<file path="config.mk">
export PLATFORM = sky130hd
export DESIGN_NAME = asmc_sleep_ctrl
export DESIGN_NICKNAME = d
export VERILOG_FILES = /design/src/verilog/asmc_pkg.sv /design/src/verilog/asmc_sleep_ctrl.sv /design/src/verilog/asmc_wake_detect.sv
export VERILOG_INCLUDE_DIRS = /design/src /design/src/verilog
export SDC_FILE = /design/constraint.sdc
export NUM_CORES = 1
export LEC_CHECK = 0
export BUFFER_PORTS_ARGS = -buffer_cell sky130_fd_sc_hd__buf_2
export CAP_MARGIN = 30
export CORE_MARGIN = 2
export CORE_UTILIZATION = 53
export CTS_CLUSTER_SIZE = 25
export DETAILED_ROUTE_END_ITERATION = 10
export GPL_TIMING_DRIVEN = 0
export PLACE_DENSITY = 0.87
export SYNTH_ARGS = -nofsm -noshare
export SYNTH_HDL_FRONTEND = slang
export SYNTH_SLANG_ARGS = --single-unit
</file>
<file path="constraint.sdc">
create_clock -name clock -period 1.5 [get_ports clock]
set_clock_uncertainty 0.15 [all_clocks]
set_input_delay 0.075 -clock clock [delete_from_list [all_inputs] [get_ports clock]]
set_output_delay 0.075 -clock clock [all_outputs]
set_load 0.1 [all_outputs]
</file>
<file path="src/verilog/asmc_defines.svh">
// Constants for the converter sleep-mode controller.
`ifndef ASMC_DEFINES_SVH
`define ASMC_DEFINES_SVH
// Operation mode field codes.
`define ASMC_MODE_NORMAL     3'h0
`define ASMC_MODE_SELF_CAL   3'h1
`define ASMC_MODE_SYS_OFS    3'h2
`define ASMC_MODE_SYS_FS     3'h3
`define ASMC_MODE_PSEUDO     3'h4
`define ASMC_MODE_BACKGROUND 3'h5
`define ASMC_MODE_SLEEP      3'h6
// Reset value of the operation mode field.
`define ASMC_MODE_RESET      3'h0
// Least high time of the data line before a wake edge, in crystal periods.
`define ASMC_WAKE_HIGH_PERIODS 2
// Power-up sequence length in clock cycles.
`define ASMC_POWERUP_CYCLES  8'h10
// Conversion cycles with data-ready held high after wake.
`define ASMC_WAKE_HOLD_CONV  2'h2
`endif

</file>
<file path="src/verilog/asmc_pkg.sv">
// Types for the converter sleep-mode controller.
package asmc_pkg;
  typedef enum logic [4:0] {
    ASMC_RUN     = 5'b00001,
    ASMC_SLEEP   = 5'b00010,
    ASMC_POWERUP = 5'b00100,
    ASMC_CONV1   = 5'b01000,
    ASMC_CONV2   = 5'b10000
  } asmc_state_t;
endpackage

</file>
<file path="src/verilog/asmc_sleep_ctrl.sv">
// Sleep-mode controller of a delta-sigma converter's operating-mode logic.
// Summary of operation
// - Writing 110 to the operation mode field puts the device to sleep.
// - Sleep lasts until a different mode code is written and nothing else ends it.
// - Sleep powers down analog and most digital logic; bias and reference follow their own bits.
// - With chip select in use, taking it low wakes the serial port for a normal transfer.
// - In master mode, chip select tied low, a data fall after two high periods wakes the port.
// - In slave mode, chip select tied low, an ordinary instruction byte restores the link.
// - A non-sleep code runs a short power-up and two conversions, after which the mode applies.
// - After sleep, data-ready stays high through the first and second conversion cycles.
// - Bias and reference enables are not restored on wake; the host must set them again.
// - Codes 000 to 101 are normal, self-cal, offset, full-scale, pseudo and background.
`timescale 1ns/1ps
`include "asmc_defines.svh"
module asmc_sleep_ctrl
  import asmc_pkg::*;
(
  input  wire logic       clock,
  input  wire logic       resetn,
  input  wire logic       mode_write,
  input  wire logic [2:0] operation_mode_field,
  input  wire logic       bias_enable_in,
  input  wire logic       reference_output_enable_in,
  input  wire logic       conv_cycle_end,
  input  wire logic       conv_data_ready,
  input  wire logic       cs_used,
  input  wire logic       master_mode,
  input  wire logic       chip_select_n,
  input  wire logic       sdio_in,
  input  wire logic       instr_strobe,
  output logic [2:0]      active_mode,
  output logic            sleeping,
  output logic            analog_power_en,
  output logic            digital_power_en,
  output logic            bias_enable,
  output logic            reference_output_enable,
  output logic            serial_awake,
  output logic            data_ready_n,
  output logic            mode_normal,
  output logic            mode_self_cal,
  output logic            mode_sys_offset,
  output logic            mode_sys_full_scale,
  output logic            mode_pseudo_cal,
  output logic            mode_background
);
  // ==========================================================
  // Reset release
  logic       rst_meta;
  logic       rst_n;
  // Assertion acts at once; release passes two flops so no flop leaves reset on a late edge.
  always_ff @(posedge clock or negedge resetn) begin
    if (!resetn) begin
      rst_meta <= 1'b0;
      rst_n    <= 1'b0;
    end else begin
      rst_meta <= 1'b1;
      rst_n    <= rst_meta;
    end
  end

  // ==========================================================
  // Mode decode
  // Exact code compare, shared by the write decode and the mode strobes.
  function automatic logic is_code(input logic [2:0] m, input logic [2:0] c);
    is_code = (m == c);
  endfunction

  asmc_state_t state;
  asmc_state_t next_state;
  logic [2:0]  pending_mode;
  logic [7:0]  pu_count;
  logic        wake;
  logic        write_sleep;
  logic        write_other;
  logic        pu_done;

  // Write decode and end of power-up.
  // The counter starts at zero, so the last power-up cycle is one short of the length.
  assign write_sleep = mode_write && is_code(operation_mode_field, `ASMC_MODE_SLEEP);
  assign write_other = mode_write && !is_code(operation_mode_field, `ASMC_MODE_SLEEP);
  assign pu_done     = (pu_count == `ASMC_POWERUP_CYCLES - 8'h1);

  // Wake detection for the serial port while asleep.
  asmc_wake_detect u_wake (
    .clock         (clock),
    .rst_n         (rst_n),
    .sleeping      (state == ASMC_SLEEP),
    .cs_used       (cs_used),
    .master_mode   (master_mode),
    .chip_select_n (chip_select_n),
    .sdio_in       (sdio_in),
    .instr_strobe  (instr_strobe),
    .wake          (wake)
  );

  // ==========================================================
  // State sequencing
  // Only a mode write leaves sleep; serial wake merely reopens the port.
  always_comb begin
    next_state = state;
    case (state)
      ASMC_RUN: begin
        if (write_sleep) begin
          next_state = ASMC_SLEEP;
        end
      end
      ASMC_SLEEP: begin
        if (write_other) begin
          next_state = ASMC_POWERUP;
        end
      end
      ASMC_POWERUP: begin
        if (pu_done) begin
          next_state = ASMC_CONV1;
        end
      end
      ASMC_CONV1: begin
        if (conv_cycle_end) begin
          next_state = ASMC_CONV2;
        end
      end
      ASMC_CONV2: begin
        if (conv_cycle_end && is_code(pending_mode, `ASMC_MODE_SLEEP)) begin
          next_state = ASMC_SLEEP;
        end else if (conv_cycle_end) begin
          next_state = ASMC_RUN;
        end
      end
      default: begin
        next_state = ASMC_RUN;
      end
    endcase
  end

  // The counter clears outside power-up so that every wake gets the full sequence.
  always_ff @(posedge clock or negedge rst_n) begin
    if (!rst_n) begin
      state <= ASMC_RUN;
      pu_count <= 8'h0;
    end else begin
      state <= next_state;
      pu_count <= (state == ASMC_POWERUP) ? pu_count + 8'h1 : 8'h0;
    end
  end

  // A code written in run applies at once; otherwise it is held back until a wake conversion ends.
  always_ff @(posedge clock or negedge rst_n) begin
    if (!rst_n) begin
      pending_mode <= `ASMC_MODE_RESET;
      active_mode  <= `ASMC_MODE_RESET;
    end else begin
      if (mode_write) begin
        pending_mode <= operation_mode_field;
      end
      if (state == ASMC_RUN && write_sleep) begin
        active_mode <= `ASMC_MODE_SLEEP;
      end else if (state == ASMC_RUN && mode_write) begin
        active_mode <= operation_mode_field;
      end else if ((state == ASMC_CONV1 || state == ASMC_CONV2) && conv_cycle_end) begin
        active_mode <= pending_mode;
      end
    end
  end

  // ==========================================================
  // Registered outputs
  logic [2:0] m;
  logic       run_q;
  // Decode from the mode in force; strobes stay low outside the run state.
  assign m     = active_mode;
  assign run_q = (next_state == ASMC_RUN);

  always_ff @(posedge clock or negedge rst_n) begin
    if (!rst_n) begin
      sleeping                <= 1'b0;
      analog_power_en         <= 1'b1;
      digital_power_en        <= 1'b1;
      bias_enable             <= 1'b0;
      reference_output_enable <= 1'b1;
      serial_awake            <= 1'b1;
      data_ready_n            <= 1'b1;
    end else begin
      sleeping         <= (next_state == ASMC_SLEEP);
      analog_power_en  <= (next_state != ASMC_SLEEP);
      digital_power_en <= (next_state != ASMC_SLEEP);
      // Enables track their own bits only, so wake never restores them.
      bias_enable             <= bias_enable_in;
      reference_output_enable <= reference_output_enable_in;
      // The port closes on sleep entry and reopens on any wake cause.
      if (next_state != ASMC_SLEEP) begin
        serial_awake <= 1'b1;
      end else if (state != ASMC_SLEEP) begin
        serial_awake <= 1'b0;
      end else if (wake) begin
        serial_awake <= 1'b1;
      end
      // Data-ready forced high across the two wake conversions.
      data_ready_n <= run_q && (state == ASMC_RUN) ? !conv_data_ready : 1'b1;
    end
  end

  // Mode strobes for the calibration sequencer.
  always_ff @(posedge clock or negedge rst_n) begin
    if (!rst_n) begin
      mode_normal         <= 1'b0;
      mode_self_cal       <= 1'b0;
      mode_sys_offset     <= 1'b0;
      mode_sys_full_scale <= 1'b0;
      mode_pseudo_cal     <= 1'b0;
      mode_background     <= 1'b0;
    end else begin
      mode_normal         <= run_q && is_code(m, `ASMC_MODE_NORMAL);
      mode_self_cal       <= run_q && is_code(m, `ASMC_MODE_SELF_CAL);
      mode_sys_offset     <= run_q && is_code(m, `ASMC_MODE_SYS_OFS);
      mode_sys_full_scale <= run_q && is_code(m, `ASMC_MODE_SYS_FS);
      mode_pseudo_cal     <= run_q && is_code(m, `ASMC_MODE_PSEUDO);
      mode_background     <= run_q && is_code(m, `ASMC_MODE_BACKGROUND);
    end
  end
endmodule

</file>
<file path="src/verilog/asmc_wake_detect.sv">
// Serial-port wake detector used while the converter sleeps.
`timescale 1ns/1ps
`include "asmc_defines.svh"
module asmc_wake_detect
  import asmc_pkg::*;
(
  input  wire logic clock,
  input  wire logic rst_n,
  input  wire logic sleeping,
  input  wire logic cs_used,
  input  wire logic master_mode,
  input  wire logic chip_select_n,
  input  wire logic sdio_in,
  input  wire logic instr_strobe,
  output logic      wake
);
  logic [1:0] high_count;
  logic       armed;
  logic       sdio_prev;
  logic       cs_wake;
  logic       edge_wake;
  logic       slave_wake;

  // Wake causes, one for each way the port may be used.
  assign cs_wake    = cs_used && !chip_select_n;
  assign edge_wake  = !cs_used && master_mode && armed && sdio_prev && !sdio_in;
  assign slave_wake = !cs_used && !master_mode && instr_strobe;

  // Count high time of the data line; an edge only counts after two high periods.
  always_ff @(posedge clock or negedge rst_n) begin
    if (!rst_n) begin
      high_count <= 2'h0;
      armed      <= 1'b0;
      sdio_prev  <= 1'b0;
      wake       <= 1'b0;
    end else begin
      sdio_prev <= sdio_in;
      if (!sleeping || !sdio_in) begin
        high_count <= 2'h0;
      end else if (high_count != 2'(`ASMC_WAKE_HIGH_PERIODS)) begin
        high_count <= high_count + 2'h1;
      end
      armed <= sleeping && sdio_in && (high_count == 2'(`ASMC_WAKE_HIGH_PERIODS) - 2'h1
                                       || high_count == 2'(`ASMC_WAKE_HIGH_PERIODS));
      wake  <= sleeping && (cs_wake || edge_wake || slave_wake);
    end
  end
endmodule

</file>
# After elaboration in Yosys (flattened, before gate mapping)
# Index checks and enable logic that the tools add are counted.
dict set report op_classes {
  addsub 2
  n_eq_ne 20
  mux 17
  n_reduce_logical 39
}
# cell n
set ops {}
lappend ops {{$mux W5} 6}
lappend ops {{$pmux W5 S5} 1}
lappend ops {{$logic_and A1 B1 Y1} 23}
lappend ops {{$eq A3 B3 Y1 const B} 4}
lappend ops {{$eq A5 B1 Y1 const B} 2}
lappend ops {{$eq A5 B2 Y1 const B} 2}
lappend ops {{$ne A5 B2 Y1 const B} 2}
lappend ops {{$mux W3} 3}
lappend ops {{$add A8 B1 Y8 const B} 1}
lappend ops {{$eq A8 B4 Y1 const B} 1}
lappend ops {{$mux W8} 1}
lappend ops {{$logic_not A1 Y1} 7}
lappend ops {{$eq A3 B2 Y1 const B} 2}
lappend ops {{$reduce_bool A3 Y1} 2}
lappend ops {{$eq A5 B3 Y1 const B} 1}
lappend ops {{$eq A5 B4 Y1 const B} 1}
lappend ops {{$eq A5 B5 Y1 const B} 1}
lappend ops {{$logic_or A1 B1 Y1} 5}
lappend ops {{$mux W1} 4}
lappend ops {{$mux W2} 2}
lappend ops {{$eq A3 B1 Y1 const B} 1}
lappend ops {{$logic_not A3 Y1} 1}
lappend ops {{$add A2 B1 Y2 const B} 1}
lappend ops {{$eq A2 B1 Y1 const B} 1}
lappend ops {{3 further kinds} 3}
dict set report totals {
  regBits 38
  in_bits 15
  output_inout_bits 16
}

# Depth between registers and ports, before layout
# Gate-level depths: netlist of the first run.
dict set report logic_depth {
  depth_word 8
  depth_mapped 5
}

# Cells and area by module
# From an unflattened synthesis of the first run, not the netlist that was laid out.
dict set report hier_totals {
  hier_cells 149
  hier_area_um2 1702.9
}
# module instances cells_per_inst area_per_inst_um2 seq_area_each_um2
set modules_own_cells {}
lappend modules_own_cells {asmc_sleep_ctrl 1 131 1495.2 832.0}
lappend modules_own_cells {asmc_wake_detect 1 18 207.7 125.1}

# Worst setup path before layout of the first run
# Ideal clock, no wire load.
dict set report synth_path {
  path_type {reg-to-reg}
  start {reg state[0]}
  end {reg mode_background}
  setup_ns 0.123
  arrival_time_ns 1.610
  setup_slack_ns -0.383
  stages_incl_launch_ff 5
  n_path_buf 0
  synth_period_minus_slack_ns 1.883
  cell_sequence {dfstp_2 > or3b_2 > o22ai_1 > o311a_4 > and4bb_2}
}
dict set report synth_via {
  elab_chain_len 5
}
# element line
set synth_lines {}
lappend synth_lines {{start: declaration} asmc_sleep_ctrl.sv:68} ;# asmc_state_t state;
lappend synth_lines {{start signal: assignment} asmc_sleep_ctrl.sv:141} ;# state <= next_state;
lappend synth_lines {{$mux W5} asmc_sleep_ctrl.sv:125} ;# end else if (conv_cycle_end) begin
lappend synth_lines {{$mux W5} asmc_sleep_ctrl.sv:123} ;# if (conv_cycle_end && is_code(pending_mode, `ASMC_MODE_SLEEP)) begin
lappend synth_lines {{$pmux W5 S5 (*)} asmc_sleep_ctrl.sv:101} ;# case (state)
lappend synth_lines {{$eq A5 B1 Y1 (*)} asmc_sleep_ctrl.sv:171} ;# assign run_q = (next_state == ASMC_RUN);
lappend synth_lines {{$logic_and A1 B1 Y1 (*)} asmc_sleep_ctrl.sv:217} ;# mode_background <= run_q && is_code(m, `ASMC_MODE_BACKGROUND);
lappend synth_lines {{end signal: assignment} asmc_sleep_ctrl.sv:217}
lappend synth_lines {{end: declaration} asmc_sleep_ctrl.sv:44} ;# output logic mode_background
# Every way passes the cells marked *; elsewhere a longest branch is shown, timed or not.
# A chain may end at the register's enable or synchronous reset.

# Final worst setup path of the first run
dict set report layout_path {
  start {reg state[0]}
  end {reg data_ready_n}
}
dict set report layout_via {
  elab_chain_len 6
}
# element line
set layout_lines {}
lappend layout_lines {{$mux W5} asmc_sleep_ctrl.sv:125}
lappend layout_lines {{$mux W5} asmc_sleep_ctrl.sv:123}
lappend layout_lines {{$pmux W5 S5} asmc_sleep_ctrl.sv:101}
lappend layout_lines {{$eq A5 B1 Y1} asmc_sleep_ctrl.sv:171}
lappend layout_lines {{$logic_and A1 B1 Y1 (*)} asmc_sleep_ctrl.sv:198} ;# data_ready_n <= run_q && (state == ASMC_RUN) ? !conv_data_ready : 1'b1;
lappend layout_lines {{$mux W1 (*)} asmc_sleep_ctrl.sv:198}
lappend layout_lines {{end signal: assignment} asmc_sleep_ctrl.sv:198}
lappend layout_lines {{end: declaration} asmc_sleep_ctrl.sv:38} ;# output logic data_ready_n,
# Marks and branches as above.

==> impl_metrics.json, run 1 <==
{
  "drtIter0Drc": 84,
  "end_kind": "register",
  "multi_input_area_sq_um": 838,
  "io_buffers": 30,
  "failed_checks": "setup timing",
  "status": "finished, violations left",
  "path_class": "register to register",
  "grt_pass1_wl_um": 6450,
  "final_cells": 258,
  "dpl.hpwl_um": 2190,
  "slew_headroom_pct": 56.5,
  "required_ps": 1620,
  "power_mw": 3.90,
  "grt_use_met2_pct": 44.6,
  "clkSlewWorstSetupHoldPaths_ps": 100,
  "cp_max_fo": 5,
  "setup_ws_ps": -425,
  "avgSynthCellArea_sq_um": 11.5,
  "postSynth.asyncResetShare_pct": 100,
  "grtUsageMet1_pct": 28.7,
  "final_util_pct": 80.2,
  "syn_inst": 145,
  "cts_sinks": 38,
  "place.gp.congestion": 0.749,
  "synth_top_area_share_pct": 49.4,
  "die_w_um": 60.2,
  "p_leak_nw": 1.12,
  "synthTopCellsByArea": "dfrtp_1, dfstp_2, nor2_1",
  "synth_edf_count": 0,
  "hold_slack_ps": 60.8,
  "fp-row-count": 20,
  "fp.coreArea_sq_mm": 0.00303,
  "antenna_left": 0,
  "antenna_found_initial": 0,
  "ys.flop_type": "dfrtp_1",
  "routed_wl_um": 4220,
  "busiest_layer": "met2",
  "area_delta_synth_final_pct": 45.3,
  "cp-start-kind": "register",
  "stdcell_area_sq_mm": 0.00243,
  "overflow": 0,
  "cts_tree": "built",
  "grt_start_max_net_pins": 24,
  "finalMaxSlewViolations": 0,
  "ys_types": 44,
  "viasPerCell": 5.36,
  "min_period_ps": 1920,
  "cts_root_buffer": "clkbuf_4",
  "fillers": 182,
  "cts_buffer_depth": 2,
  "worst_pin_slew_ps": 652,
  "syn-cell-area_sq_mm": 0.00167,
  "num-nets-final": 230,
  "finalSetupViolations": 28,
  "rsz0062_at_grt": "true",
  "final_hold_viol_count": 0,
  "yosys.area.top_type": "dfrtp_1",
  "start_util_pct": 55.2,
  "grt_usage_pct": 24.9,
  "htree_levels": 2,
  "cts-buffers-inserted": 5,
  "fmax_mhz": 519,
  "max-cap-violations": 0,
  "num_antenna_cells": 0,
  "cp.arrival_ps": 2040,
  "vias": 1384,
  "insertion_delay_ps": 350,
  "firstDrtPassIters": 4,
  "min_path_type": "input port to register",
  "synth_warnings": 0,
  "dieArea_sq_mm": 0.00362,
  "ioPinCount": 31,
  "place_area_sq_mm": 0.00194,
  "syn_nets": 162,
  "dp_cells": 220,
  "seq_area_sq_um": 963,
  "grtUsageMet3_pct": 6.93,
  "fin_crit_sh_pct": 128,
  "ys_ff_latch": 38,
  "ir_drop_mv": 1.41,
  "drive_gt1_share_pct": 50.9,
  "synth_seq_area_share_pct": 57.2,
  "post_drt_wl_per_cell_um": 16.3,
  "drcViolationCount": 0,
  "powerDensity_mw_per_mm2": 1610,
  "die_h_um": 60.2,
  "grt_pass1_vias": 1387
}
==> what timing repair did <==
item,in CTS,in global routing
hold endpoints to repair,20,3
resized for setup,21,22
pin swaps,10,6
hold buffers,16,1
endpoints found under the setup margin,33,35
setup buffers,13,4
==> critical path, stage by stage (launching register included) <==
cell,delay (ps)
dfstp_2,590
or3_4,140
o22ai_2,70
o311a_4,410
or4b_1,490
==> state kept, by name (all words and copies together) (netlist names), 2 cells and up <==
| name | cells |
|---|---|
| pu_count | 8 |
| state | 5 |
| active_mode | 3 |
| pending_mode | 3 |
| u_wake.high_count | 2 |
==> kinds of logic after synthesis <==
family | synth area share, %
and+or+nand+nor | 24.0
DFF | 57.2
AOI/OAI and AO/OA | 7.11
xor gates and xnor gates | 3.66
buffers and inverters | 2.47
muxes | 3.81
adders and majority gates | 1.50
other | 0.224
==> where the power goes <==
group	leakage, nW	switching [mW]	internal, mW
sequential	0.480	0.211	1.22
combinational	0.604	1.38	0.592
clock	0.0320	0.324	0.178
==> final cells by class <==
type / count / share of cell area [%]
clock inverters: 2 / 0.412
inverters: 3 / 0.463
repair buffers: 62 / 19.8
plain buffers: 3 / 1.24
clock buffers: 6 / 1.70
multi-input cells: 100 / 34.5
well taps: 44 / 2.27
flip-flops and latches: 38 / 39.6
==> synthesized netlist by cell type, types with 3 or more instances <==
| cell type | count |
|---|---|
| dfrtp_1 | 33 |
| nor2_1 | 22 |
| a21oi_1 | 8 |
| nand2_1 | 7 |
| dfstp_2 | 5 |
| nand3_1 | 4 |
| xor2_1 | 4 |
| inv_1 | 3 |
| mux2_2 | 3 |
| mux2i_1 | 3 |
| nand4_1 | 3 |
| nor2b_1 | 3 |
| nor4b_1 | 3 |
| o22ai_1 | 3 |
| xnor2_1 | 3 |
==> per-stage QoR <==
stage | worst slack (ps) | TNS [ps]
floorplan | -317 | -3860
global placement | -381 | -8570
detailed placement | -410 | -6330
CTS | -366 | -6210
global route | -454 | -9340
finish | -425 | -7810
==> placed cells by master (no fill, tap or decap), types with 2 or more instances in the layout <==
master         synthesis  layout
o22ai_2                0       2
mux2_2                 3       3
or2_4                  2       3
buf_2                  0      22
a21oi_1                8       7
clkbuf_4               0       8
dlygate4sd3_1          0      14
inv_1                  3       2
xnor2_1                3       2
and4bb_2               2       2
xor2_1                 4       3
nor2_1                22      15
nand3_1                4       3
nor2b_4                1       2
mux2i_1                3       3
nand3b_1               2       2
nand4_1                3       3
nor2_2                 0       6
nand2_1                7       7
o21ai_0                2       2
dfrtp_1               33      28
ha_1                   2       2
dfrtp_2                0       5
buf_6                  1       6
clkinv_2               0       2
dfstp_2                5       5
or3_1                  2       2
nor4b_4                0       2
nor2b_1                3       2
or3_4                  1       2
buf_4                  2      19
==> metal layers <==
layer	wire length (um)	part of all wire, %	vias to the layer above
met5	0	0	-
met4	90	2.1	0
met3	181	4.3	9
met2	2370	56	42
met1	1570	37	686
li1	-	-	647
==> path summary, 6_finish.rpt <==
kind | from | end | slack [ps] | cells after the start
min in group asynchronous | rst_n | pending_mode[1] | 120 | 0
hold / removal | mode_write | digital_power_en | 60 | 4
max in group asynchronous | rst_n | reference_output_enable | 470 | 1
hold reg to reg | rst_n | pending_mode[1] | 120 | 0
setup reg to reg | state[0] | data_ready_n | -420 | 4
setup / recovery | state[0] | data_ready_n | -420 | 4
Note: power is estimated with default switching activity, not from simulation.
==> inputs of run 2 (changes only) <==
- PLACE_DENSITY: 0.87 -> 0.77
==> run 2 against run 1 <==
  * First-iteration DRC count is 51% lower
  * Critical path type unchanged
  * Hold slack better by 33 ps
  * Clock power is 75% higher
  * Setup slack better by 15 ps
  * Sequential share of layout area is 0.23 points higher
  * Clock-buffer cell count is 1 lower
  * The flow still finishes with violations (setup timing)
  * Highest routed layer unchanged
==> impl_metrics.json, run 2 (synthesized netlist as in run 1, its figures left out) <==
{
  "status": "finished, violations left",
  "failed_checks": "setup timing",
  "setup_ws_ps": -410,
  "crit_buf_inv": 1,
  "antenna_left": 0,
  "reg2regPathDepth": 5,
  "post_drt_wl_per_cell_um": 15.2,
  "cts_root_buffer": "clkbuf_4",
  "grt_use_met2_pct": 43.5,
  "seq_area_sq_um": 963,
  "io_buffers": 30,
  "insertion_delay_ps": 350,
  "dp_cells": 220,
  "routed_wl_um": 3930,
  "final_hold_viol_count": 0,
  "ioPinCount": 31,
  "area_delta_synth_final_pct": 44.4,
  "num-nets-final": 229,
  "swShare_pct": 44.8,
  "sequentialPowerShare_pct": 33.6,
  "slew_headroom_pct": 54.3,
  "finalMaxSlewViolations": 0,
  "fillers": 187,
  "drtIter0Drc": 41,
  "place.gp.congestion": 0.772,
  "cts_buffer_depth": 2,
  "pwr-share-comb_pct": 45.2,
  "firstDrtPassIters": 4,
  "finalSetupViolations": 27,
  "min_path_type": "input port to register",
  "p_switching_mw": 1.86,
  "largest_reg_flops": 8,
  "required_ps": 1590,
  "viasPerCell": 5.19,
  "cts_tree": "built",
  "path_class": "register to register",
  "drcViolationCount": 0,
  "htree_levels": 2,
  "grt_pass1_vias": 1416,
  "most-common-layout-cells": "dfrtp_1, buf_2, buf_4, nor2_1, dlygate4sd3_1",
  "final_common_cell": "dfrtp_1",
  "largest_register": "pu_count",
  "fin_crit_sh_pct": 127,
  "die_w_um": 60.2,
  "fmax_mhz": 523,
  "hold_slack_ps": 93.8,
  "die_h_um": 60.2,
  "start_util_pct": 55.2,
  "cpMaxStageDelayCell": "or3_4",
  "max-cap-violations": 0,
  "fp.coreArea_sq_mm": 0.00303,
  "dieArea_sq_mm": 0.00362,
  "cp_max_fo": 9,
  "grt_pass1_wl_um": 6500,
  "setup_tns_ps": -6790,
  "r2r_end": "mode_sys_full_scale",
  "hp-start": "master_mode",
  "holdPathStages": 4,
  "reg2reg_from": "state[4]",
  "ir_drop_mv": 2.03,
  "drive_gt1_share_pct": 48.8,
  "multi_input_area_sq_um": 786,
  "top_regs": "pu_count x8, state x5",
  "antenna_found_initial": 1,
  "powerDensity_mw_per_mm2": 1720,
  "dp_slack_ps": -451,
  "worst_pin_slew_ps": 686,
  "end_kind": "register",
  "min_period_ps": 1910,
  "ff2ff_setup_slack_ps": -410,
  "hold_path_end": "u_wake.wake",
  "power_mw": 4.15,
  "p_clk_share_pct": 21.1,
  "busiest_layer": "met2",
  "final_cells": 258,
  "cts_sinks": 38,
  "dpl.hpwl_um": 2460,
  "crit_family": "simple AND/OR/NAND/NOR gates",
  "grtUsageMet1_pct": 28.4,
  "fp-row-count": 20,
  "overflow": 0,
  "max_stage_delay_ps": 420,
  "cp_cell_sequence": "buf_6 -> or3_4 -> nor3b_2 -> o311a_4 -> and4bb_2",
  "grtUsageMet3_pct": 6.49,
  "rsz0062_at_grt": "true",
  "intPower_mw": 2.29,
  "cts-buffers-inserted": 5,
  "vias": 1340,
  "cp-start-kind": "register",
  "cp.arrival_ps": 2000,
  "grt_start_max_net_pins": 23,
  "p_leak_nw": 1.12,
  "clkSlewWorstSetupHoldPaths_ps": 130,
  "grt_usage_pct": 24.7
}
[run 2: cell count changes in the layout (fill, tap and decap cells not counted), sizes merged]
cell    before  now
clkbuf       9    8
bufinv       0    2
buf         48   47
diode        0    1
clkinv       2    1
[run 2: metal layers]
metal | share of wire, % | wire (um) | up-vias
li1 | - | - | 638
met1 | 39 | 1520 | 640
met2 | 54 | 2130 | 47
met3 | 4.1 | 163 | 15
met4 | 3.1 | 123 | 0
met5 | 0 | 0 | -
[run 2: timing repair]
item | 4_1_cts | 5_1_grt
endpoints found under the setup margin | 33 | 33
endpoints found under the hold margin | 19 | 2
pin swaps | 7 | 8
setup buffers | 10 | 6
hold buffers | 15 | 1
gates resized for setup | 14 | 16
[run 2: area by class of cell]
class | instances | area share, %
flip-flops and latches | 38 | 39.9
well taps | 44 | 2.28
inverters | 3 | 0.466
multi-input cells | 100 | 32.5
clock inverters | 3 | 2.85
repair buffers | 61 | 19.1
diodes | 1 | 0.104
plain buffers | 3 | 1.24
clock buffers | 5 | 1.55
[run 2: per-stage QoR]
stage                     utilization (%)  area (sq um)
after global routing                 79.8          2420
after global placement               63.1          1910
after detailed placement             64.0          1940
after floorplan                         -          1710
final                                79.8          2420
after CTS                            76.5          2320
[run 2: worst register-to-register path: cells and delay by family (launching register included)]
kind | cells | cell delay, ps
AO/OA/AOI/OAI | 1 | 240
buffers and inverters | 1 | 140
flip-flops | 1 | 390
AND/OR/NAND/NOR | 3 | 880
[run 2: how the worst max path moves through the flow]
stage	slack, ps	start	cells past startpoint	endpoint
global placement	-400	state[0]	4	data_ready_n
detailed placement	-450	state[2]	4	data_ready_n
CTS	-390	state[3]	5	u_wake.armed
global route	-440	state[4]	5	mode_sys_full_scale
finish	-410	state[4]	5	mode_sys_full_scale
floorplan	-320	state[0]	4	data_ready_n
[run 2: power by group through the flow]
stage	clock [mW]	combinational, mW	sequential (mW)
after floorplan	0	0.456	2.27
after global placement	0	1.57	1.39
after detailed placement	0	1.62	1.39
after CTS	0.893	1.79	1.38
after global routing	0.936	1.95	1.42
final	0.878	1.88	1.40
